--- src/mqf_pkg.sv ---
/*
  Shared constants for the multi-queue port controller: data and queue
  geometry, configuration field layout, default flag offsets and the
  switch latencies of both ports.
  Assumes one 10 MHz clock drives both the write and the read port.
*/
package mqf_pkg;

  // geometry
  localparam int DATA_W    = 36;
  localparam int QUEUE_CNT = 4;
  localparam int QSEL_W    = 2;
  localparam int DEPTH     = 8;
  localparam int PTR_W     = 3;
  localparam int CNT_W     = 4;
  localparam logic [CNT_W-1:0] DEPTH_CNT = 4'h8;

  // serial configuration word: almost-empty offset in the upper field
  localparam int OFS_W     = 4;
  localparam int CFG_BITS  = 8;
  localparam int CFG_CNT_W = 4;
  localparam int AE_OFS_LSB = 4;
  localparam int AF_OFS_LSB = 0;
  localparam logic [CFG_CNT_W-1:0] CFG_LAST_BIT = 4'h7;

  // default offsets when not serially loaded, chosen by the flag default pin
  localparam logic [OFS_W-1:0] AE_DEFAULT_0 = 4'h2;
  localparam logic [OFS_W-1:0] AE_DEFAULT_1 = 4'h4;
  localparam logic [OFS_W-1:0] AF_DEFAULT_0 = 4'h2;
  localparam logic [OFS_W-1:0] AF_DEFAULT_1 = 4'h4;

  // straps pass two flops, then are captured
  localparam logic [1:0] STRAP_CAPTURE_CYCLES = 2'h2;

  // read queue switch takes four clocks, counted down to one
  localparam logic [2:0] RD_SWITCH_CYCLES = 3'h4;
  localparam logic [2:0] RD_SWITCH_LOAD   = RD_SWITCH_CYCLES - 3'h1;

  // almost-full flag follows a write queue switch after three clocks
  localparam logic [1:0] AF_SWITCH_LAT  = 2'h3;
  localparam logic [1:0] AF_SWITCH_HOLD = AF_SWITCH_LAT - 2'h1;

  typedef enum logic [1:0] {
    CFG_STRAP,
    CFG_LOAD,
    CFG_DONE
  } mqf_cfg_state_t;

endpackage

--- src/mqf_port_ctrl.sv ---
/*
  Write-port and read-port control of a multi-queue flow-control memory
  in first-word-fall-through mode, with full, almost-full, almost-empty and
  output-ready flags, read queue switching, queue marking and expansion
  hand-over of the output pins.
  Assumes host write and read ports run on clk; pins driven here as
  output plus enable are resolved to a wire outside.
*/
// Summary of operation
// - loaded device passes chain enable and data
// - serial mode from straps low during reset
// - no serial loads after chain end low
// - first word falls through one clock later
// - last free slot drops full, writes ignored
// - read switch takes four clocks, old queue
// - after switch new word shown regardless enable
// - read to empty raises output ready flag
// - output ready stays low while words remain
// - reads disabled hold output word
// - no fall-through until new queue word
// - at most one queue marked
// - marking only during a queue switch
// - output enable acts asynchronously
// - almost-full follows write switch after three
// - write to boundary lowers almost-full two later
// - read off boundary releases almost-full one later
// - read at boundary lowers almost-empty two later
// - unselected device floats data and almost-empty
module mqf_port_ctrl
  import mqf_pkg::*;
(
  // clock and reset
  input  wire logic                 clk,
  input  wire logic                 resetn,
  // setup straps
  input  wire logic                 programmingModeSelect,
  input  wire logic                 offsetSelectLow,
  input  wire logic                 offsetSelectHigh,
  input  wire logic                 flagDefaultSelect,
  // serial chain
  input  wire logic                 serialLoadEnableN,
  input  wire logic                 serialIn,
  output logic                      serialEnableOutN,
  output logic                      serialOut,
  output logic                      configDone,
  // write port
  input  wire logic                 writeSelectStrobe,
  input  wire logic [QSEL_W-1:0]    writeQueueSelectBus,
  input  wire logic                 writeChipSelect,
  input  wire logic                 writeEnableN,
  input  wire logic [DATA_W-1:0]    writeData,
  output logic                      queueFullN,
  output logic                      almostFullN,
  output logic                      almostFullOe,
  // read port
  input  wire logic                 readSelectStrobe,
  input  wire logic [QSEL_W-1:0]    readQueueSelectBus,
  input  wire logic                 readChipSelect,
  input  wire logic                 readMarkRequest,
  input  wire logic                 readEnableN,
  input  wire logic                 outputEnableN,
  output logic [DATA_W-1:0]         dataOut,
  output logic                      dataOe,
  output logic                      outputReadyN,
  output logic                      almostEmptyN,
  output logic                      almostEmptyOe,
  output logic                      markValid,
  output logic [QSEL_W-1:0]         markedQueue
);
  import mqf_pkg::*;

  typedef struct packed {
    logic [QSEL_W-1:0]                  wq;
    logic                               wrOwned;
    logic                               fullN;
    logic                               afN;
    logic                               afPrev;
    logic [1:0]                         afHold;
    logic [QSEL_W-1:0]                  rq;
    logic [QSEL_W-1:0]                  rqPend;
    logic                               rdOwned;
    logic                               rdOwnedPend;
    logic [2:0]                         rdSw;
    logic                               forceLoad;
    logic                               outValid;
    logic [DATA_W-1:0]                  dataOut;
    logic                               aeN;
    logic                               aePrev;
    logic                               markValid;
    logic [QSEL_W-1:0]                  markQ;
    logic [QUEUE_CNT-1:0][PTR_W-1:0]    wrPtr;
    logic [QUEUE_CNT-1:0][PTR_W-1:0]    rdPtr;
    logic [QUEUE_CNT-1:0][CNT_W-1:0]    cnt;
  } mqf_port_reg_t;

  mqf_port_reg_t     s_reg;
  mqf_port_reg_t     s_next;
  logic [DATA_W-1:0] mem [QUEUE_CNT*DEPTH];
  logic [DATA_W-1:0] memRd;
  logic [OFS_W-1:0]  aeOfs;
  logic [OFS_W-1:0]  afOfs;
  logic              wrAccept;
  logic              wantPop;
  logic              pop;
  logic              rdStrobe;
  logic              wrStrobe;
  logic              switchDone;

  function automatic logic almostFull(input logic [CNT_W-1:0] c, input logic [OFS_W-1:0] o);
    return c >= (DEPTH_CNT - o);
  endfunction

  function automatic logic almostEmpty(input logic [CNT_W-1:0] c, input logic [OFS_W-1:0] o);
    return c <= o;
  endfunction

  mqf_serial_cfg u_cfg (
    .clk                   (clk),
    .resetn                (resetn),
    .programmingModeSelect (programmingModeSelect),
    .offsetSelectLow       (offsetSelectLow),
    .offsetSelectHigh      (offsetSelectHigh),
    .flagDefaultSelect     (flagDefaultSelect),
    .serialLoadEnableN     (serialLoadEnableN),
    .serialIn              (serialIn),
    .serialEnableOutN      (serialEnableOutN),
    .serialOut             (serialOut),
    .configDone            (configDone),
    .almostEmptyOffset     (aeOfs),
    .almostFullOffset      (afOfs)
  );

  // port activity only once this device is configured
  assign wrStrobe   = configDone && writeSelectStrobe;
  assign rdStrobe   = configDone && readSelectStrobe;
  assign switchDone = (s_reg.rdSw == 3'h1) && !rdStrobe;

  // a full queue swallows no write
  assign wrAccept = configDone && s_reg.wrOwned && !writeEnableN
                    && (s_reg.cnt[s_reg.wq] != DEPTH_CNT);

  // a first word lands in memory, then falls through one clock later
  assign memRd  = mem[{s_reg.rq, s_reg.rdPtr[s_reg.rq]}];

  // fall-through load: output empty, read enabled, or forced after a switch
  assign wantPop = configDone && s_reg.rdOwned
                   && (s_reg.forceLoad || !s_reg.outValid || !readEnableN);
  assign pop     = wantPop && (s_reg.cnt[s_reg.rq] != '0);

  always_comb begin
    logic inc;
    logic dec;
    inc    = 1'b0;
    dec    = 1'b0;
    s_next = s_reg;

    // write queue selection
    if (wrStrobe) begin
      s_next.wq      = writeQueueSelectBus;
      s_next.wrOwned = writeChipSelect;
      s_next.afHold  = AF_SWITCH_HOLD;
    end else if (s_reg.afHold != 2'h0) begin
      s_next.afHold = s_reg.afHold - 2'h1;
    end

    // read queue selection; reads keep using the old queue meanwhile
    s_next.forceLoad = switchDone;
    if (rdStrobe) begin
      s_next.rqPend      = readQueueSelectBus;
      s_next.rdOwnedPend = readChipSelect;
      s_next.rdSw        = RD_SWITCH_LOAD;
      if (readMarkRequest) begin
        s_next.markValid = 1'b1;
        s_next.markQ     = readQueueSelectBus;
      end
    end else if (s_reg.rdSw != 3'h0) begin
      s_next.rdSw = s_reg.rdSw - 3'h1;
      if (switchDone) begin
        s_next.rq      = s_reg.rqPend;
        s_next.rdOwned = s_reg.rdOwnedPend;
      end
    end

    // output register
    if (pop) begin
      s_next.dataOut  = memRd;
      s_next.outValid = 1'b1;
    end else if (wantPop && (s_reg.forceLoad || !readEnableN)) begin
      s_next.outValid = 1'b0;
    end

    // occupancy of each queue
    for (int q = 0; q < QUEUE_CNT; q++) begin
      inc = wrAccept && (s_reg.wq == QSEL_W'(q));
      dec = pop && (s_reg.rq == QSEL_W'(q));
      if (inc) begin
        s_next.wrPtr[q] = s_reg.wrPtr[q] + 3'h1;
      end
      if (dec) begin
        s_next.rdPtr[q] = s_reg.rdPtr[q] + 3'h1;
      end
      s_next.cnt[q] = s_reg.cnt[q] + {3'h0, inc} - {3'h0, dec};
    end

    // full flag tracks the selected write queue directly
    s_next.fullN = (s_next.cnt[s_next.wq] != DEPTH_CNT);

    // flags from settled counts: release one clock after the cause, assertion needs two
    s_next.afPrev = almostFull(s_reg.cnt[s_reg.wq], afOfs);
    if (!wrStrobe && (s_reg.afHold == 2'h0)) begin
      s_next.afN = !(s_reg.afPrev && s_next.afPrev);
    end
    s_next.aePrev = almostEmpty(s_reg.cnt[s_reg.rq], aeOfs);
    s_next.aeN    = !(s_reg.aePrev && s_next.aePrev);
  end

  always_ff @(posedge clk or negedge resetn) begin
    if (!resetn) begin
      s_reg        <= '0;
      s_reg.fullN  <= 1'b1;
      s_reg.afN    <= 1'b1;
      s_reg.aePrev <= 1'b1;
    end else begin
      s_reg <= s_next;
    end
  end

  always_ff @(posedge clk) begin
    if (wrAccept) begin
      mem[{s_reg.wq, s_reg.wrPtr[s_reg.wq]}] <= writeData;
    end
  end

  assign queueFullN    = s_reg.fullN;
  assign almostFullN   = s_reg.afN;
  assign almostFullOe  = s_reg.wrOwned;
  assign dataOut       = s_reg.dataOut;
  assign dataOe        = !outputEnableN && s_reg.rdOwned;
  assign outputReadyN  = !s_reg.outValid;
  assign almostEmptyN  = s_reg.aeN;
  assign almostEmptyOe = s_reg.rdOwned;
  assign markValid     = s_reg.markValid;
  assign markedQueue   = s_reg.markQ;
endmodule

--- src/mqf_serial_cfg.sv ---
/*
  Serial configuration loader with daisy-chain pass-through.
  Assumes the setup straps are steady through reset and for three clocks
  after its release, and that chain pins come from logic on this clock.
*/
module mqf_serial_cfg
  import mqf_pkg::*;
(
  // clock and reset
  input  wire logic             clk,
  input  wire logic             resetn,
  // setup straps
  input  wire logic             programmingModeSelect,
  input  wire logic             offsetSelectLow,
  input  wire logic             offsetSelectHigh,
  input  wire logic             flagDefaultSelect,
  // serial chain
  input  wire logic             serialLoadEnableN,
  input  wire logic             serialIn,
  output logic                  serialEnableOutN,
  output logic                  serialOut,
  // configuration result
  output logic                  configDone,
  output logic [OFS_W-1:0]      almostEmptyOffset,
  output logic [OFS_W-1:0]      almostFullOffset
);
  import mqf_pkg::*;

  typedef struct packed {
    mqf_cfg_state_t        state;
    logic [3:0]            strapSync1;
    logic [3:0]            strapSync2;
    logic [1:0]            strapCnt;
    logic [CFG_BITS-1:0]   shift;
    logic [CFG_CNT_W-1:0]  bitCnt;
    logic [OFS_W-1:0]      aeOfs;
    logic [OFS_W-1:0]      afOfs;
    logic                  done;
  } mqf_cfg_reg_t;

  mqf_cfg_reg_t s_reg;
  mqf_cfg_reg_t s_next;
  logic         serialStrap;

  // strap order: mode, offset low, offset high, flag default
  assign serialStrap = !s_reg.strapSync2[3] && !s_reg.strapSync2[2] && !s_reg.strapSync2[1];

  always_comb begin
    s_next = s_reg;
    s_next.strapSync1 = {programmingModeSelect, offsetSelectLow, offsetSelectHigh,
                         flagDefaultSelect};
    s_next.strapSync2 = s_reg.strapSync1;
    unique case (s_reg.state)
      CFG_STRAP: begin
        if (s_reg.strapCnt == STRAP_CAPTURE_CYCLES) begin
          if (serialStrap) begin
            s_next.state = CFG_LOAD;
          end else begin
            s_next.aeOfs = s_reg.strapSync2[0] ? AE_DEFAULT_1 : AE_DEFAULT_0;
            s_next.afOfs = s_reg.strapSync2[0] ? AF_DEFAULT_1 : AF_DEFAULT_0;
            s_next.done  = 1'b1;
            s_next.state = CFG_DONE;
          end
        end else begin
          s_next.strapCnt = s_reg.strapCnt + 2'h1;
        end
      end
      CFG_LOAD: begin
        // flag default pin plays no part here
        if (!serialLoadEnableN) begin
          s_next.shift  = {s_reg.shift[CFG_BITS-2:0], serialIn};
          s_next.bitCnt = s_reg.bitCnt + 4'h1;
          if (s_reg.bitCnt == CFG_LAST_BIT) begin
            s_next.aeOfs = s_next.shift[AE_OFS_LSB +: OFS_W];
            s_next.afOfs = s_next.shift[AF_OFS_LSB +: OFS_W];
            s_next.done  = 1'b1;
            s_next.state = CFG_DONE;
          end
        end
      end
      CFG_DONE: begin
        s_next.done = 1'b1;
      end
    endcase
  end

  always_ff @(posedge clk or negedge resetn) begin
    if (!resetn) begin
      s_reg <= '0;
    end else begin
      s_reg <= s_next;
    end
  end

  // chain pass-through once loaded
  assign serialEnableOutN  = s_reg.done ? serialLoadEnableN : 1'b1;
  assign serialOut         = s_reg.done ? serialIn : 1'b0;
  assign configDone        = s_reg.done;
  assign almostEmptyOffset = s_reg.aeOfs;
  assign almostFullOffset  = s_reg.afOfs;
endmodule
--- config.mk ---
export PLATFORM = sky130hd
export DESIGN_NAME = mqf_port_ctrl
export DESIGN_NICKNAME = d
export VERILOG_FILES = /design/src/mqf_pkg.sv /design/src/mqf_port_ctrl.sv /design/src/mqf_serial_cfg.sv
export SDC_FILE = /design/constraint.sdc
export NUM_CORES = 2
export LEC_CHECK = 0
export BUFFER_PORTS_ARGS = -buffer_cell sky130_fd_sc_hd__buf_2
export CAP_MARGIN = 40
export CORE_MARGIN = 4
export CORE_UTILIZATION = 55
export CTS_CLUSTER_DIAMETER = 40
export DETAILED_ROUTE_END_ITERATION = 6
export PLACE_DENSITY = 0.71
export SYNTH_ARGS = -nofsm -noshare
export SYNTH_HDL_FRONTEND = slang
export SYNTH_SLANG_ARGS = --single-unit
--- constraint.sdc ---
create_clock -name clk -period 4.8 [get_ports clk]
set_clock_uncertainty 0.05 [all_clocks]
set_input_delay 0.96 -clock clk [delete_from_list [all_inputs] [get_ports clk]]
set_output_delay 0.96 -clock clk [all_outputs]
set_load 0.1 [all_outputs]
==> results.cfg <==
[synth]
syn_inst = 3447
syn_avg_cell_area_um2 = 15.0
synth_cell_types = 61
yosys-top-cells-area = edfxtp_1 67%, dfrtp_1 6.2%, nand2_1 4.9%, mux2i_1 4.5%, a31oi_1 1.5%
synthesis.nets = 3546
synth_edf_count = 1152
synth_top_area_cell = edfxtp_1
ys_seq_area_share_pct = 73.3
yosys.area.top_type_share_pct = 66.9
synth.cell_area_mm2 = 0.0517
yosys-top-cells-count = 1,152 x edfxtp_1, 680 x nand2_1, 235 x mux2i_1, 129 x dfrtp_1, 124 x a31oi_1
yosys_warnings = 0
postSynth.asyncResetShare_pct = 10.3
yosysMostFrequentCell = edfxtp_1
ys.flop_type = edfxtp_1
ys_seq_elements = 1284

[clock_network]
cts_root_buf = clkbuf_16
cts_tree = built
cts_max_path_buffers = 3
cts_buffers = 149
clock_latency_ns = 0.75
cts_setup_buffers = 0
htreeDepth = 4
clk_pin_slew_ns = 0.06
clock-sinks = 1284

[setup_path]
cp-end-kind = register
cp_slowest_stage_delay_ns = 0.72
critPathBufInv = 5
path_class = register to register
crit_chain = mux4_2, nor4b_2, nor3_2, buf_4, and3_1, inv_1, ha_1, inv_1, ha_1, inv_1, fa_1, inv_1, nor4_1, a32oi_1, mux2_2
worstPathArrival_ns = 4.74
path_common_cell = inv_1
start_kind = register
critPathTopFamily = simple AND/OR/NAND/NOR gates
crit_path_max_fanout = 14
cp_slowest_cell = dfrtp_1
cp_data_required_time_ns = 5.43

[die]
die_w_um = 315
core_area_mm2 = 0.0933
die_y_um = 315
start_util_pct = 55.4
die_area_mm2 = 0.0990
placementRows = 112
ios = 105

[grt]
grt-ovfl-total = 0
antenna_found_initial = 4
grt_use_total_pct = 26.6
grt_pass1_wl_mm = 194
grt_max_degree = 84
grt_pass1_vias = 30000

[place]
dp.cells = 4671
dpl_cell_area_mm2 = 0.0540
hpwlAfterDp_mm = 74.2
portBuffers = 104
routabilityCongestion = 0.806

[sta]
worst_pin_slew_ns = 0.880
tns_ns = 0
rsz0062_at_grt = false
drv_slew = 0
relSlewSlack_pct = 41.4
setup_viol = 0
hold_viol = 0
max_freq_mhz = 243
min_period_ns = 4.12
finalCritPeriodShare_pct = 85.8

[detailed_routing]
detail_route.wl_per_cell_um = 26.6
vias = 30600
first_iter_violations = 3373
routed_wl_mm = 132
drtPass1Iterations = 5
via_per_inst = 6.19
drtAntennaViolNets = 0
drc = 0

[cells_and_area]
final_cell_area_mm2 = 0.0591
fin_cells = 4952
largest_register_ffs = 1152
fin_nets = 3668
area_growth_pct = 14.3
final_core_util_pct = 63.3
drive_gt1_share_pct = 16.6

[outcome]
outcome = finished, final reports clean

[power]
power_density_mw_per_mm2 = 720
cellLeakagePower_nw = 20.9
p_total_mw = 42.5
vdd_drop_max_mv = 0.881

[min_path]
hold_path_class = primary input to register

[run]
maxCapViolations = 0
final timing paths:
| kind | slack [ns] | depth (start not counted) | startpoint | to |
|---|---|---|---|---|
| max | 0.68 | 15 | s_reg[98]$_DFF_PN0_ | queueFullN$_DFF_PN1_ |
| min | 0.28 | 1 | offsetSelectLow | u_cfg.s_next[25]$_DFF_PN0_ |
| max reg2reg | 0.68 | 15 | s_reg[98]$_DFF_PN0_ | queueFullN$_DFF_PN1_ |
| min reg2reg | 0.30 | 0 | u_cfg.s_next[24]$_DFF_PN0_ | u_cfg.s_reg[24]$_DFF_PN0_ |
| max in group asynchronous | 2.91 | 4 | resetn | dataOut[23]$_DFFE_PN0P_ |
| min in group asynchronous | 0.58 | 2 | resetn | dataOut[6]$_DFFE_PN0P_ |
per-stage QoR:
stage,hold slack [ns],setup WS [ns]
after floorplan,0.281,0.764
after global placement,0.284,0.750
after detailed placement,0.287,0.729
after CTS,0.221,0.667
after global routing,0.242,0.441
final,0.277,0.681
placed cells by master (no fill, tap or decap), types with 20 or more instances in the layout:
cell type,instances
o41ai_2,35
clkbuf_16,151
nand2_1,680
clkbuf_1,26
xnor2_1,28
o21ai_0,43
a221oi_1,53
o22ai_1,52
a211oi_1,52
edfxtp_1,1152
a32oi_1,38
a21oi_1,97
a31oi_1,124
mux2i_1,233
nand3_1,52
dfrtp_1,128
nor4_1,23
nor2_4,34
a31o_1,22
nor3_1,20
clkinv_2,21
nor2b_1,24
inv_1,45
mux2_2,24
ha_1,39
buf_4,84
buf_2,103
a21o_1,40
buf_12,25
worst reg2reg max path, delay by kind of cell (launching register included):
kind	cells	cell delay (ns)
buffers and inverters	5	0.40
flip-flops	1	0.72
AO/OA/AOI/OAI	1	0.10
multiplexers	2	0.91
adder cells (fa/ha/maj)	3	0.87
AND/OR/NAND/NOR	4	0.99
logic make-up (layout without fill, tap and decap cells):
| family | Yosys count | after routing | synth area share (%) |
|---|---|---|---|
| compound gates | 595 | 595 | 8.70 |
| xor+xnor | 36 | 36 | 0.610 |
| fa+ha+maj | 43 | 43 | 1.10 |
| buf+inv | 292 | 541 | 2.91 |
| flops | 1284 | 1284 | 73.3 |
| mux | 283 | 283 | 5.93 |
| other cells | 0 | 2 | 0 |
| simple gates | 914 | 914 | 7.45 |
report_power, final:
| group | internal (mW) | leakage, nW | switching [mW] |
|---|---|---|---|
| logic | 5.68 | 6.45 | 11.8 |
| clock network | 6.93 | 2.48 | 4.60 |
| registers | 12.9 | 11.9 | 0.635 |
area by class of cell:
class	instances	area [µm²]
diodes	2	5.00
clock buffers	185	3990
clock inverters	93	1130
fillers	6641	34200
inverters	46	173
multi-input cells	1871	12600
flip-flops and latches	1284	37900
well taps	1254	1570
repair buffers	217	1720
metal layers:
layer	track usage [%]	part of all wire, %	vias up	wire, µm
li1	-	-	13300	-
met1	36.2	40	15500	52200
met2	43.5	49	1483	64000
met3	5.01	8.5	269	11200
met4	9.42	3.3	4	4390
met5	0	0.020	-	27
what timing repair did:
action	in CTS	in global routing
endpoints found under the hold margin	15	0
hold buffers	1	0
resized for setup	0	0
(Power assumes the default switching activity.)
